File: config.mk
export PLATFORM = sky130hd
export DESIGN_NAME = qubd_host_port
export DESIGN_NICKNAME = d
export VERILOG_FILES = /design/src/qubd_pkg.sv /design/src/qubd_sync.sv /design/src/qubd_host_port.sv
export SDC_FILE = /design/constraint.sdc
export NUM_CORES = 1
export LEC_CHECK = 0
export ABC_AREA = 1
export BUFFER_PORTS_ARGS = -buffer_cell sky130_fd_sc_hd__buf_4
export CAP_MARGIN = 20
export CORE_MARGIN = 1.5
export CORE_UTILIZATION = 25
export CTS_CLUSTER_DIAMETER = 60
export DETAILED_ROUTE_END_ITERATION = 7
export GPL_TIMING_DRIVEN = 0
export PLACE_DENSITY = 0.45
export SLEW_MARGIN = 20
export SYNTH_ARGS = -nofsm -noshare
export SYNTH_HDL_FRONTEND = slang
export SYNTH_HIERARCHICAL = 1
export SYNTH_SLANG_ARGS = --single-unit
File: constraint.sdc
create_clock -name i_clk -period 2.3 [get_ports i_clk]
set_input_delay 0 -clock i_clk [delete_from_list [all_inputs] [get_ports i_clk]]
set_output_delay 0 -clock i_clk [all_outputs]
set_load 0.01 [all_outputs]
File: src/qubd_pkg.sv
// shared constants for the quad uart host bus decode block
package qubd_pkg;
    localparam int QUBD_CHANNELS = 4;
    localparam int QUBD_ADDR_W = 3;
    localparam int QUBD_DATA_W = 8;
    localparam int QUBD_CHAN_W = 2;
    localparam logic QUBD_STYLE_SPLIT = 1'b1;
    localparam logic QUBD_STYLE_DIR = 1'b0;
    localparam logic QUBD_STYLE_RESET = QUBD_STYLE_SPLIT;
    localparam logic [1:0] QUBD_SYNC_IDLE = 2'h3;
    localparam logic [3:0] QUBD_ALL_OFF = 4'h0;
    localparam logic [7:0] QUBD_DATA_ZERO = 8'h00;
    localparam logic [2:0] QUBD_ADDR_ZERO = 3'h0;
endpackage

File: src/qubd_sync.sv
// three-stage synchroniser; a change counts once stages two and three agree
module qubd_sync #(
    parameter int WIDTH = 1,
    parameter logic [WIDTH-1:0] INIT = '0
) (
    input wire logic i_clk,
    input wire logic i_rst,
    input wire logic [WIDTH-1:0] i_async,
    output logic [WIDTH-1:0] o_sync
);
    logic [WIDTH-1:0] s1_q;
    logic [WIDTH-1:0] s2_q;
    logic [WIDTH-1:0] s3_q;
    logic [WIDTH-1:0] out_q;
    logic [WIDTH-1:0] out_d;

    // per bit: move only when the two settled stages agree
    genvar g;
    generate
        for (g = 0; g < WIDTH; g++) begin : g_bit
            assign out_d[g] = (s2_q[g] == s3_q[g]) ? s3_q[g] : out_q[g];
        end
    endgenerate

    always_ff @(posedge i_clk) begin
        if (i_rst) begin
            s1_q <= INIT;
            s2_q <= INIT;
            s3_q <= INIT;
            out_q <= INIT;
        end else begin
            s1_q <= i_async;
            s2_q <= s1_q;
            s3_q <= s2_q;
            out_q <= out_d;
        end
    end

    assign o_sync = out_q;
endmodule // qubd_sync

File: src/qubd_host_port.sv
// host parallel bus front end of a four-channel uart, two selectable bus styles
////////////////////////////////////////////////////////////////////////////////
// Overview of operation
// - a high bus-style input gives the split-strobe style, a low one the direction-line style.
// - an undriven bus-style input reads as high, so split-strobe is the default.
// - in direction-line style the write pin is read/write, reset is active low, read pin ignored.
// - in direction-line style the four channel interrupts are wire-ORed onto one open-source irq.
// - three low address bits pick the register inside the addressed channel in both styles.
// - in direction-line style with chip select low, the two channel-address bits pick a channel.
// - in direction-line style a low common chip select enables all four channels as a group.
// - in split-strobe style channel_addr pins are chip selects two and three, common select is one.
// - in split-strobe style only the channel whose own chip select is low transfers data.
// - the data bus is eight bits, three-state, bit zero least significant.
// - in split-strobe style a low read strobe puts the addressed register on the data bus.
// - split style: irq_force_enable high keeps channel irq outputs on, else a modem bit gates.
module qubd_host_port
    import qubd_pkg::*;
(
    input wire logic i_clk,
    input wire logic i_rst,
    input wire logic i_bus_style,
    input wire logic i_reset_pin,
    input wire logic i_cs_n,
    input wire logic [QUBD_CHAN_W-1:0] i_channel_addr,
    input wire logic i_cs_d_n,
    input wire logic i_read_strobe_n,
    input wire logic i_write_strobe_n,
    input wire logic [QUBD_ADDR_W-1:0] i_addr,
    input wire logic [QUBD_DATA_W-1:0] i_data,
    input wire logic [QUBD_CHANNELS-1:0] i_chan_irq,
    input wire logic [QUBD_CHANNELS-1:0] i_modem_control_reg_irq_en,
    input wire logic i_irq_force_enable,
    input wire logic [QUBD_CHANNELS*QUBD_DATA_W-1:0] i_chan_rdata,
    output logic [QUBD_DATA_W-1:0] o_data,
    output logic o_data_oe,
    output logic o_bus_style,
    output logic o_uart_reset,
    output logic [QUBD_CHANNELS-1:0] o_chan_rd,
    output logic [QUBD_CHANNELS-1:0] o_chan_wr,
    output logic [QUBD_ADDR_W-1:0] o_reg_addr,
    output logic [QUBD_DATA_W-1:0] o_wdata,
    output logic [QUBD_CHANNELS-1:0] o_chan_int,
    output logic [QUBD_CHANNELS-1:0] o_chan_int_oe,
    output logic o_irq_n,
    output logic o_irq_oe
);
    // positions of each pin in the synchronised control word
    localparam int PIN_WR = 0;
    localparam int PIN_RD = PIN_WR + 1;
    localparam int PIN_CS_D = PIN_RD + 1;
    localparam int PIN_CHAN = PIN_CS_D + 1;
    localparam int PIN_CS = PIN_CHAN + QUBD_CHAN_W;
    localparam int PIN_RESET = PIN_CS + 1;
    localparam int PIN_STYLE = PIN_RESET + 1;
    localparam int SYNC_W = PIN_STYLE + 1;
    // idle levels: style pulled up, reset pin quiet, selects and strobes high
    localparam logic [SYNC_W-1:0] PINS_IDLE = {QUBD_STYLE_SPLIT, 1'b0, 1'b1, QUBD_SYNC_IDLE,
                                               3'h7};

    ////////////////////////////////////////////////////////////////////////////
    // pin synchronisers; strobes and selects idle high, style pin pulled up
    logic [SYNC_W-1:0] pins_raw;
    logic [SYNC_W-1:0] pins_s;
    logic [QUBD_ADDR_W-1:0] addr_s;
    logic [QUBD_DATA_W-1:0] data_s;

    // a floating style pin resolves high at the pad; sync init matches
    assign pins_raw = {i_bus_style, i_reset_pin, i_cs_n, i_channel_addr, i_cs_d_n,
                       i_read_strobe_n, i_write_strobe_n};

    qubd_sync #(.WIDTH(SYNC_W), .INIT(PINS_IDLE)) u_sync_ctl (
        .i_clk(i_clk),
        .i_rst(i_rst),
        .i_async(pins_raw),
        .o_sync(pins_s)
    );
    qubd_sync #(.WIDTH(QUBD_ADDR_W), .INIT(QUBD_ADDR_ZERO)) u_sync_addr (
        .i_clk(i_clk),
        .i_rst(i_rst),
        .i_async(i_addr),
        .o_sync(addr_s)
    );
    qubd_sync #(.WIDTH(QUBD_DATA_W), .INIT(QUBD_DATA_ZERO)) u_sync_data (
        .i_clk(i_clk),
        .i_rst(i_rst),
        .i_async(i_data),
        .o_sync(data_s)
    );

    wire style_s = pins_s[PIN_STYLE];
    wire reset_pin_s = pins_s[PIN_RESET];
    wire cs_s_n = pins_s[PIN_CS];
    wire [QUBD_CHAN_W-1:0] chan_addr_s = pins_s[PIN_CHAN +: QUBD_CHAN_W];
    wire cs_d_s_n = pins_s[PIN_CS_D];
    wire rd_s_n = pins_s[PIN_RD];
    wire wr_s_n = pins_s[PIN_WR];

    ////////////////////////////////////////////////////////////////////////////
    // bus style and channel decode
    logic style_q;
    wire split = (style_q == QUBD_STYLE_SPLIT);

    // split style: each pin is its own channel select
    wire [QUBD_CHANNELS-1:0] sel_split = ~{cs_d_s_n, chan_addr_s[1], chan_addr_s[0], cs_s_n};
    // direction style: common select enables the group, address picks one
    wire [QUBD_CHANNELS-1:0] sel_dir = cs_s_n ? QUBD_ALL_OFF
                                     : (QUBD_CHANNELS'(1) << chan_addr_s);
    wire [QUBD_CHANNELS-1:0] sel = split ? sel_split : sel_dir;

    // a transfer is active while strobe and select are both asserted; a direction-style read needs only the select low with the write pin high
    // a strobe that leads its select still starts the access once the select arrives
    wire any_sel = |sel;
    wire rd_active = split ? (~rd_s_n & any_sel) : (~cs_s_n & wr_s_n);
    wire wr_active = split ? (~wr_s_n & any_sel) : (~cs_s_n & ~wr_s_n);

    // one-cycle strobes on the leading edge of each access
    logic rd_act_q;
    logic wr_act_q;
    wire rd_start = rd_active & ~rd_act_q;
    wire wr_start = wr_active & ~wr_act_q;

    // uart core reset follows the bus style's polarity
    wire uart_reset_d = split ? reset_pin_s : ~reset_pin_s;

    ////////////////////////////////////////////////////////////////////////////
    // read data select; every selected channel drives its lane, zero when nothing selected
    // selected lanes are or-ed; two selects low at once merge their data
    wire [QUBD_DATA_W-1:0] rdata_acc [0:QUBD_CHANNELS];
    wire [QUBD_DATA_W-1:0] rdata_mux = rdata_acc[QUBD_CHANNELS];
    assign rdata_acc[0] = QUBD_DATA_ZERO;
    genvar g;
    generate
        for (g = 0; g < QUBD_CHANNELS; g++) begin : g_chan
            wire [QUBD_DATA_W-1:0] lane = i_chan_rdata[g*QUBD_DATA_W +: QUBD_DATA_W];
            assign rdata_acc[g+1] = rdata_acc[g] | (sel[g] ? lane : QUBD_DATA_ZERO);
        end
    endgenerate
    wire drive_data = rd_active & (|sel);

    ////////////////////////////////////////////////////////////////////////////
    // interrupts
    // split style: per channel three-state pins, forced or gated by the modem control bit
    wire [QUBD_CHANNELS-1:0] int_oe_d = i_irq_force_enable ? {QUBD_CHANNELS{1'b1}}
                                        : i_modem_control_reg_irq_en;
    // direction style: open source, low when any channel asks, else released
    wire any_irq = |i_chan_irq;

    ////////////////////////////////////////////////////////////////////////////
    // style register; decode only ever sees a settled style
    always_ff @(posedge i_clk) begin
        if (i_rst) begin
            style_q <= QUBD_STYLE_RESET;
        end else begin
            style_q <= style_s;
        end
    end

    // previous activity, for leading-edge detection
    always_ff @(posedge i_clk) begin
        if (i_rst) begin
            rd_act_q <= 1'b0;
            wr_act_q <= 1'b0;
        end else begin
            rd_act_q <= rd_active;
            wr_act_q <= wr_active;
        end
    end

    ////////////////////////////////////////////////////////////////////////////
    // access pulses towards the channels; a held strobe gives one pulse only
    always_ff @(posedge i_clk) begin
        if (i_rst) begin
            o_chan_rd <= QUBD_ALL_OFF;
            o_chan_wr <= QUBD_ALL_OFF;
        end else begin
            o_chan_rd <= rd_start ? sel : QUBD_ALL_OFF;
            o_chan_wr <= wr_start ? sel : QUBD_ALL_OFF;
        end
    end

    // address and write data travel with the pulses
    always_ff @(posedge i_clk) begin
        if (i_rst) begin
            o_reg_addr <= QUBD_ADDR_ZERO;
            o_wdata <= QUBD_DATA_ZERO;
        end else begin
            o_reg_addr <= addr_s;
            o_wdata <= data_s;
        end
    end

    // read data and its enable, held while the read stays active
    always_ff @(posedge i_clk) begin
        if (i_rst) begin
            o_data <= QUBD_DATA_ZERO;
            o_data_oe <= 1'b0;
        end else begin
            o_data <= rdata_mux;
            o_data_oe <= drive_data;
        end
    end

    ////////////////////////////////////////////////////////////////////////////
    // style shown outward and core reset, both from settled pins
    always_ff @(posedge i_clk) begin
        if (i_rst) begin
            o_bus_style <= QUBD_STYLE_RESET;
            o_uart_reset <= 1'b1;
        end else begin
            o_bus_style <= style_q;
            o_uart_reset <= uart_reset_d;
        end
    end

    // interrupt pins; the shared request only ever pulls low
    always_ff @(posedge i_clk) begin
        if (i_rst) begin
            o_chan_int <= QUBD_ALL_OFF;
            o_chan_int_oe <= QUBD_ALL_OFF;
            o_irq_n <= 1'b0;
            o_irq_oe <= 1'b0;
        end else begin
            o_chan_int <= i_chan_irq;
            o_chan_int_oe <= split ? int_oe_d : QUBD_ALL_OFF;
            o_irq_n <= 1'b0;
            o_irq_oe <= ~split & any_irq;
        end
    end
endmodule // qubd_host_port

==> results.ini, run 1 <==
[outcome]
status = finished, final reports clean

[detailed_routing]
dr.pass1.iters = 4
drc = 0
drt-vias-per-instance = 3.74
wirelength_um = 8340
dr_total_vias = 3184
ant_nets = 0
drt-initial-drc-count = 80
wl_per_cell_um = 9.80

[hold_path]
min_to = u_sync_ctl/s1_q[4]$_SDFF_PP1_
hold_start = i_channel_addr[1]
hold_depth = 3
hp-class = in2reg

[critical_path]
critPathArrivalTime_ps = 2120
worstSetupEndpointType = register
r2r_end = o_data[4]$_SDFF_PP0_
reg2reg_from = u_sync_ctl/o_sync[5]$_SDFFE_PP1N_
critPathLaunchType = register
cp.required_ps = 2600
r2r_slack_ps = 470
criticalPathCategory = reg2reg
path_max_fanout = 10
rr_worst_depth = 7

[floorplan]
die_x_um = 128
die-area_sq_um = 16500
core_area_sq_um = 15300
dieHeight_um = 128
start_util = 0.257
io_pins = 102
rows = 45

[clock_network]
tritoncts = done
clkTransAtPathRegs_ps = 50
ctsResizeCount = 0
cts.htree.levels = 4
numCtsBuffers = 17
cts.sinks = 118
clkLatencyLatePin_ps = 400
cts_root_buf = clkbuf_16
clock_path_buffers = 2

[sta]
finalCritPeriodShare = 0.794
worst_slew_pin_slew_ps = 618
maxSlewHeadroom = 0.588
finalSetupTns_ps = 0
finalCriticalPeriod_ps = 1830
holdWs_ps = 313
rsz0062_at_grt = false
fmax_mhz = 547
clock_skew_ps = 4.91
hold_viol_final = 0
finalSetupViolations = 0
drv_slew = 0

[global_route]
track_usage = 0.111
grt_max_degree = 17
grt_overflow = 0
grt_antenna_before_repair = 0
first_global_vias = 3193
grt_first_pass_wirelength_um = 14000

[synthesis]
synth.most_common_cell = dfxtp_1
synthTopCellsByArea = dfxtp_1 (60%), nor2_1 (9.1%), inv_1 (7.8%), nand2_1 (6.9%), buf_6 (2.3%)
synth_edf_count = 0
syn_inst = 458
syn_area_sq_um = 3940
syn_avg_cell_area_sq_um = 8.59
ys_types = 28
ys.flop_type = dfxtp_1
synth_top_area_cell = dfxtp_1
yosysWarnings = 6
mappedNetlistNets = 520
synthArstFlopShare = 0
synthDominantCellAreaShare = 0.600
ys_seq_area_frac = 0.600
synth-seq-cells = 118
synth_common_cells = dfxtp_1 (118), nor2_1 (95), inv_1 (82), nand2_1 (72), a21oi_1 (13)

[layout]
n_fill_cell = 1548
fin_util = 0.396
drive_above_1_share = 0.263
area_delta_synth_final_pct = 53.9
fin_nets = 689
antenna_cells = 0

[place]
place.gp.congestion = 0.677
io_buffers = 100
hpwl_um = 5620

[pwr]
p_leak_nw = 2.86
p_per_area_nw_per_um2 = 838
max-vdd-ir-drop_v = 0.000508
power_w = 0.00507

[run]
drv_cap = 0

## cells in the final DEF, fill, tap and decap left out, types with 6 or more instances in the layout
cell and n:
buf_6 8, dfxtp_1 118, inv_1 82, buf_4 101, nand2_1 72, clkbuf_16 17, or2_1 6, a21oi_1 13
clkbuf_1 7, nand4_1 8, or2_2 9, and2_1 9, nor2_1 95, dlygate4sd3_1 50
## worst max-delay path, cell delays in order (launching register included)
cell	delay (ps)
dfxtp_1	440
nor2_1	120
nand2_1	90
nand2_2	160
nand2_1	120
nand4_1	90
dlygate4sd3_1	560
and2_1	130
## final cells by class
| cell class | count | area, sq um | area share |
|---|---|---|---|
| buffer | 12 | 109 | 0.0180 |
| sequential | 118 | 2360 | 0.390 |
| clock buffer | 22 | 454 | 0.0750 |
| tap | 211 | 264 | 0.0436 |
| inverter | 85 | 332 | 0.0547 |
| multi-input combinational | 243 | 1130 | 0.187 |
| clock inverter | 10 | 153 | 0.0252 |
| timing repair buffer | 150 | 1250 | 0.207 |
## per-stage QoR
stage               std cells  setup slack [ps]  instance area [sq um]
global placement          769               832                   4950
global route              851               311                   6060
detailed placement        769               845                   4950
finish                    851               473                   6060
floorplan                 458              1140                   3940
CTS                       851               438                   6060
## what timing repair did
action / 4_1_cts / 5_1_grt
endpoints found under the hold margin: 44 / 0
hold buffers: 50 / 0
setup buffers: 0 / 0
## per-layer routing
layer | track usage | part of all wire
met1 | 0.115 | 0.44
met2 | 0.196 | 0.47
met3 | 0.0403 | 0.065
met4 | 0.0615 | 0.023
met5 | 0 | 0
## state kept, by name, summed over array words and instances (netlist names), 3 cells and up
signal	count
o_data	8
o_wdata	8
u_sync_ctl/o_sync	8
u_sync_ctl/s1_q	8
u_sync_ctl/s2_q	8
u_sync_ctl/s3_q	8
u_sync_data/o_sync	8
u_sync_data/s1_q	8
u_sync_data/s2_q	8
u_sync_data/s3_q	8
o_chan_int	4
o_chan_int_oe	4
o_chan_rd	4
o_chan_wr	4
o_reg_addr	3
u_sync_addr/o_sync	3
u_sync_addr/s1_q	3
u_sync_addr/s2_q	3
u_sync_addr/s3_q	3
## how the worst max path moves through the flow
stage | from | to | slack, ps | depth (start not counted)
floorplan | u_sync_ctl/o_sync[5]$_SDFFE_PP1N_ | o_data_oe$_SDFF_PP0_ | 1140 | 6
global placement | i_rst | o_irq_oe$_SDFF_PP0_ | 830 | 6
detailed placement | i_rst | o_irq_oe$_SDFF_PP0_ | 840 | 6
CTS | u_sync_ctl/o_sync[5]$_SDFFE_PP1N_ | o_data[3]$_SDFF_PP0_ | 440 | 7
global route | u_sync_ctl/o_sync[5]$_SDFFE_PP1N_ | o_data[5]$_SDFF_PP0_ | 310 | 7
finish | u_sync_ctl/o_sync[5]$_SDFFE_PP1N_ | o_data[4]$_SDFF_PP0_ | 470 | 7
## where the power goes
group	internal [W]	switching, W	leakage (nW)
sequential	0.00210	0.0000191	0.964
combinational	0.000168	0.000102	1.60
clock	0.00183	0.000857	0.298
total	0.00410	0.000978	2.86
## cells by family (layout without fill, tap and decap cells)
kind of cell	count (synthesis)	count (layout)	share of synthesized area
AND/OR/NAND/NOR	213	213	0.241
AO/OA/AOI/OAI	29	29	0.0461
other	1	1	0.000953
buffers and inverters	97	279	0.112
flip-flops	118	118	0.600
Note: power is estimated with default switching activity, not from simulation.
==> run 2: changes to the inputs <==
Settings changed: PLACE_DENSITY 0.45 to 0.46.
Clock period 2.3 ns to 1.5 ns, I/O delays scaled along.
==> results.ini, run 2 (same netlist as run 1, synthesis figures left out) <==
[outcome]
status = finished, final reports clean

[global_route]
grt_max_degree = 17  ; unchanged
track_usage = 0.113  ; +0.00153
first_global_vias = 3138  ; -1.7%
grt_overflow = 0  ; unchanged
grt_antenna_before_repair = 0  ; unchanged
grt_first_pass_wirelength_um = 14100  ; +0.44%

[layout]
area.sequential_sq_um = 2360  ; unchanged
layout_common_cells = dfxtp_1 (118), buf_4 (101), nor2_1 (95), inv_1 (82), nand2_1 (72)
drive_above_1_share = 0.259  ; -0.00375
final_common_cell = dfxtp_1
multiInputGateArea_sq_um = 1140  ; +0.44%
n_fill_cell = 1523  ; -1.6%
fin_nets = 706  ; +2.5%
fin_util = 0.409  ; +0.0130
area_delta_synth_final_pct = 59.0
antenna_cells = 0  ; unchanged

[sta]
drv_slew = 0  ; unchanged
clock_skew_ps = 3.87  ; -1.05 ps
finalCriticalPeriod_ps = 1320  ; -505 ps
finalSetupTns_ps = 0  ; unchanged
rsz0062_at_grt = false
worst_slew_pin_slew_ps = 616  ; -2.21 ps
hold_viol_final = 0  ; unchanged
finalCritPeriodShare = 0.881  ; +0.0870
maxSlewHeadroom = 0.590  ; +0.00148
finalSetupViolations = 0  ; unchanged
fmax_mhz = 757  ; +38%

[pwr]
p_leak_nw = 2.92  ; +2.0%
p_per_area_nw_per_um2 = 1270  ; +51%
max-vdd-ir-drop_v = 0.000666  ; +31%

[critical_path]
cp_common_cell = nand2_2
crit_family = simple AND/OR/NAND/NOR gates
cp.required_ps = 1800  ; -800 ps
criticalPathCategory = reg2reg
critPathArrivalTime_ps = 1620  ; -500 ps
slowest_delay_ps = 410  ; -150 ps
path_max_fanout = 10  ; unchanged
worstSetupEndpointType = register
cp_num_buf_inv = 0  ; -1
crit_path_top_delay_cell = dfxtp_1
path_cells = nor2_1, nand2_1, nand2_2, nor2_4, nand2_2, and2_2
critPathLaunchType = register

[clock_network]
post_cts_buffers = 0  ; unchanged
tritoncts = done
clock_path_buffers = 2  ; unchanged
numCtsBuffers = 17  ; unchanged
clkLatencyLatePin_ps = 410  ; about the same
clkTransAtPathRegs_ps = 50  ; about the same
cts_root_buf = clkbuf_16
cts.htree.levels = 4  ; unchanged
cts.sinks = 118  ; unchanged

[floorplan]
die-area_sq_um = 16500  ; unchanged
io_pins = 102  ; unchanged
dieHeight_um = 128  ; unchanged
die_x_um = 128  ; unchanged
rows = 45  ; unchanged
core_area_sq_um = 15300  ; unchanged
start_util = 0.257  ; unchanged

[detailed_routing]
wirelength_um = 8700  ; +4.3%
drt-vias-per-instance = 3.76  ; +0.57%
wl_per_cell_um = 10.0  ; +2.3%
ant_nets = 0  ; unchanged
drt-initial-drc-count = 56  ; -30%
dr_total_vias = 3266  ; +2.6%
drc = 0  ; unchanged
dr.pass1.iters = 4  ; unchanged

[place]
io_buffers = 100  ; unchanged
place.gp.congestion = 0.654  ; -3.3%
hpwl_um = 5620  ; about the same

[hold_path]
hp-class = in2reg

[run]
drv_cap = 0  ; unchanged

[run 2: final cells by class]
class / count / area share
buffer: 12 / 0.0174
sequential: 118 / 0.378
tap: 211 / 0.0422
inverter: 85 / 0.0530
clock buffer: 25 / 0.0824
clock inverter: 7 / 0.0184
timing repair buffer: 167 / 0.227
multi-input combinational: 243 / 0.182
[run 2: timing repair]
action | CTS | global route
hold buffers | 67 | 0
resized for setup | 0 | 1
endpoints found under the setup margin | 0 | 7
endpoints found under the hold margin | 45 | 0
[run 2: power breakdown]
group	leakage, nW	switching, W	internal (W)	total [W]
sequential	0.964	0.0000288	0.00322	0.00325
combinational	1.65	0.000171	0.000298	0.000469
clock	0.306	0.00134	0.00287	0.00421
[run 2: path summary, 6_finish.rpt]
kind,start,end,slack [ps],cells past startpoint
min,i_rst,o_wdata[7]$_SDFF_PP0_,200,3
min reg2reg,u_sync_ctl/s1_q[6]$_SDFF_PP0_,u_sync_ctl/s2_q[6]$_SDFF_PP0_,400,2
max,u_sync_ctl/o_sync[5]$_SDFFE_PP1N_,rd_act_q$_SDFF_PP0_,180,6
max reg2reg,u_sync_ctl/o_sync[5]$_SDFFE_PP1N_,rd_act_q$_SDFF_PP0_,180,6
[run 2: through the flow]
stage	std cells	hold slack (ps)	area, sq um	worst slack, ps	total power (W)
finish	868	204	6260	178	0.00792
CTS	868	212	6250	140	0.00805
global placement	769	185	4950	57.3	0.00364
detailed placement	769	185	4950	30.5	0.00364
floorplan	458	91.9	3940	339	0.00345
global route	868	229	6260	24.9	0.00825
[run 2: worst register-to-register path: stages (launching register included)]
cell     delay (ps)
dfxtp_1         410
nor2_1          110
nand2_1          90
nand2_2         170
nor2_4          180
nand2_2          90
and2_2          170
[run 2: metal layers]
layer,GRT usage,routed length [um],up-vias
met4,0.0654,204,0
li1,-,-,1723
met1,0.122,3900,1427
met3,0.0424,569,16
met2,0.189,4030,100
met5,0,0,-
==> run 3: changes to the inputs <==
Clock period 1.5 ns to 1.2 ns, I/O delays scaled along.
==> results.ini, run 3 (same netlist as run 1, synthesis figures left out) <==
[place]
hpwl_um = 5620  ; unchanged
place.gp.congestion = 0.654  ; unchanged
place_inst = 769  ; unchanged
place_ws_ps = -269  ; -300 ps
io_buffers = 100  ; unchanged
dpl-instance-area_sq_um = 4950  ; unchanged

[clock_network]
clkTransAtPathRegs_ps = 50  ; about the same
numCtsBuffers = 17  ; unchanged
tritoncts = done
clock_path_buffers = 2  ; unchanged
cts.sinks = 118  ; unchanged
cts.htree.levels = 4  ; unchanged
clkLatencyLatePin_ps = 410  ; about the same
cts_root_buf = clkbuf_16

[critical_path]
rr_worst_depth = 8  ; +2
crit_family = simple AND/OR/NAND/NOR gates
slowest_delay_ps = 320  ; -90 ps
worstSetupEndpointType = register
cp.required_ps = 1550  ; -250 ps
path_depth = 8  ; +2
cp_num_buf_inv = 1  ; +1
crit_path_top_delay_cell = dfxtp_2
critPathArrivalTime_ps = 1610  ; about the same
critPathLaunchType = register
path_max_fanout = 5  ; -5
path_cells = buf_4, nor2_4, nand2_2, nand2_4, nor2_4, nand2_2, nand3b_4, nor2_1
criticalPathCategory = reg2reg

[detailed_routing]
ant_nets = 0  ; unchanged
drt-vias-per-instance = 3.80  ; +1.1%
dr_total_vias = 3350  ; +2.6%
drt-initial-drc-count = 66  ; +18%
dr.pass1.iters = 4  ; unchanged
wirelength_um = 9360  ; +7.6%
wl_per_cell_um = 10.6  ; +6.0%
drc = 0  ; unchanged

[layout]
stdcell_count = 881  ; +1.5%
final_cell_area_sq_um = 6470  ; +3.3%
fin_util = 0.422  ; +0.0136
final_common_cell = dfxtp_1
drive_above_1_share = 0.304  ; +0.0457
area_delta_synth_final_pct = 64.3
antenna_cells = 0  ; unchanged
layout_common_cells = dfxtp_1 (114), buf_4 (108), nor2_1 (91), inv_1 (80), dlygate4sd3_1 (68)
fin_nets = 719  ; +1.8%

[floorplan]
core_area_sq_um = 15300  ; unchanged
die-area_sq_um = 16500  ; unchanged
dieHeight_um = 128  ; unchanged
start_util = 0.257  ; unchanged
rows = 45  ; unchanged
die_x_um = 128  ; unchanged
io_pins = 102  ; unchanged

[hold_path]
hp-class = in2reg
hold_depth = 3  ; unchanged

[sta]
finalCriticalPeriod_ps = 1270  ; -56.6 ps
finalSetupViolations = 15  ; +15
hold_viol_final = 1  ; +1
worst_slew_pin_slew_ps = 594  ; -21.2 ps
finalCritPeriodShare = 1.05  ; +0.173
clock_skew_ps = 4.10  ; +0.233 ps
holdWs_ps = -2.80  ; -207 ps
rsz0062_at_grt = true
fin_ws_ps = -65.1  ; -243 ps
maxSlewHeadroom = 0.604  ; +0.0141
fmax_mhz = 790  ; +4.5%
drv_slew = 0  ; unchanged

[pwr]
p_per_area_nw_per_um2 = 1530  ; +21%
max-vdd-ir-drop_v = 0.000839  ; +26%
p_leak_nw = 3.01  ; +3.1%

[global_route]
grt_antenna_before_repair = 0  ; unchanged
track_usage = 0.115  ; +0.00195
first_global_vias = 3205  ; +2.1%
grt_first_pass_wirelength_um = 14400  ; +1.9%
grt_overflow = 0  ; unchanged
grt_max_degree = 17  ; unchanged

[run]
drv_cap = 0  ; unchanged

[outcome]
violations = negative hold slack, negative setup slack
status = complete, but fails checks

[run 3: changes by cell type in the layout (fill, tap and decap cells not counted), sizes merged]
cell | before | now
buf | 109 | 118
nand2 | 76 | 79
dlygate4sd3 | 67 | 68
[run 3: layout make-up]
cell class	instances	area [sq um]
Buffer	12	109
Clock buffer	25	515
Clock inverter	7	115
Fill cell	1516	8850
Inverter	85	337
Multi-Input combinational cell	246	1230
Sequential cell	118	2370
Tap cell	211	264
Timing Repair Buffer	177	1520
[run 3: tightest hold or removal path: stages]
cell and delay [ps]:
buf_4 130, buf_6 140, or2_1 100
[run 3: layer usage]
metal,part of all wire,global-route usage,up-vias
met5,0,0,-
met3,0.062,0.0428,19
met2,0.46,0.195,98
met1,0.46,0.123,1482
met4,0.023,0.0654,0
li1,-,-,1751
[run 3: worst paths after layout]
| check | startpoint | to | slack [ps] |
|---|---|---|---|
| max | split$_SDFF_PP1_ | o_chan_rd[1]$_SDFF_PP0_ | -70 |
| min reg2reg | u_sync_ctl/s1_q[6]$_SDFF_PP0_ | u_sync_ctl/s2_q[6]$_SDFF_PP0_ | 400 |
| min | i_rst | u_sync_ctl/s1_q[4]$_SDFF_PP1_ | -3 |
| max reg2reg | split$_SDFF_PP1_ | o_chan_rd[1]$_SDFF_PP0_ | -70 |
[run 3: metrics by stage]
step                      setup TNS (ps)  total power (W)  hold WS (ps)
after detailed placement           -5880          0.00455           185
after global placement             -5390          0.00454           185
final                               -586          0.00992         -2.80
after global routing               -1830           0.0103          2.46
after floorplan                        0          0.00431          91.9
after CTS                           -181           0.0101          3.93
[run 3: what timing repair did]
| item | 4_1_cts | 5_1_grt |
|---|---|---|
| gates resized for setup | 19 | 14 |
| setup endpoints to repair | 19 | 22 |
| cloned | 1 | 3 |
| hold buffers | 70 | 1 |
| hold endpoints to repair | 45 | 3 |
| pin swaps | 4 | 6 |
| setup buffers | 7 | 2 |
[run 3: power breakdown]
group,switching (W),internal (W)
clock network,0.00168,0.00359
registers,0.0000365,0.00402
logic,0.000220,0.000378
total,0.00194,0.00799
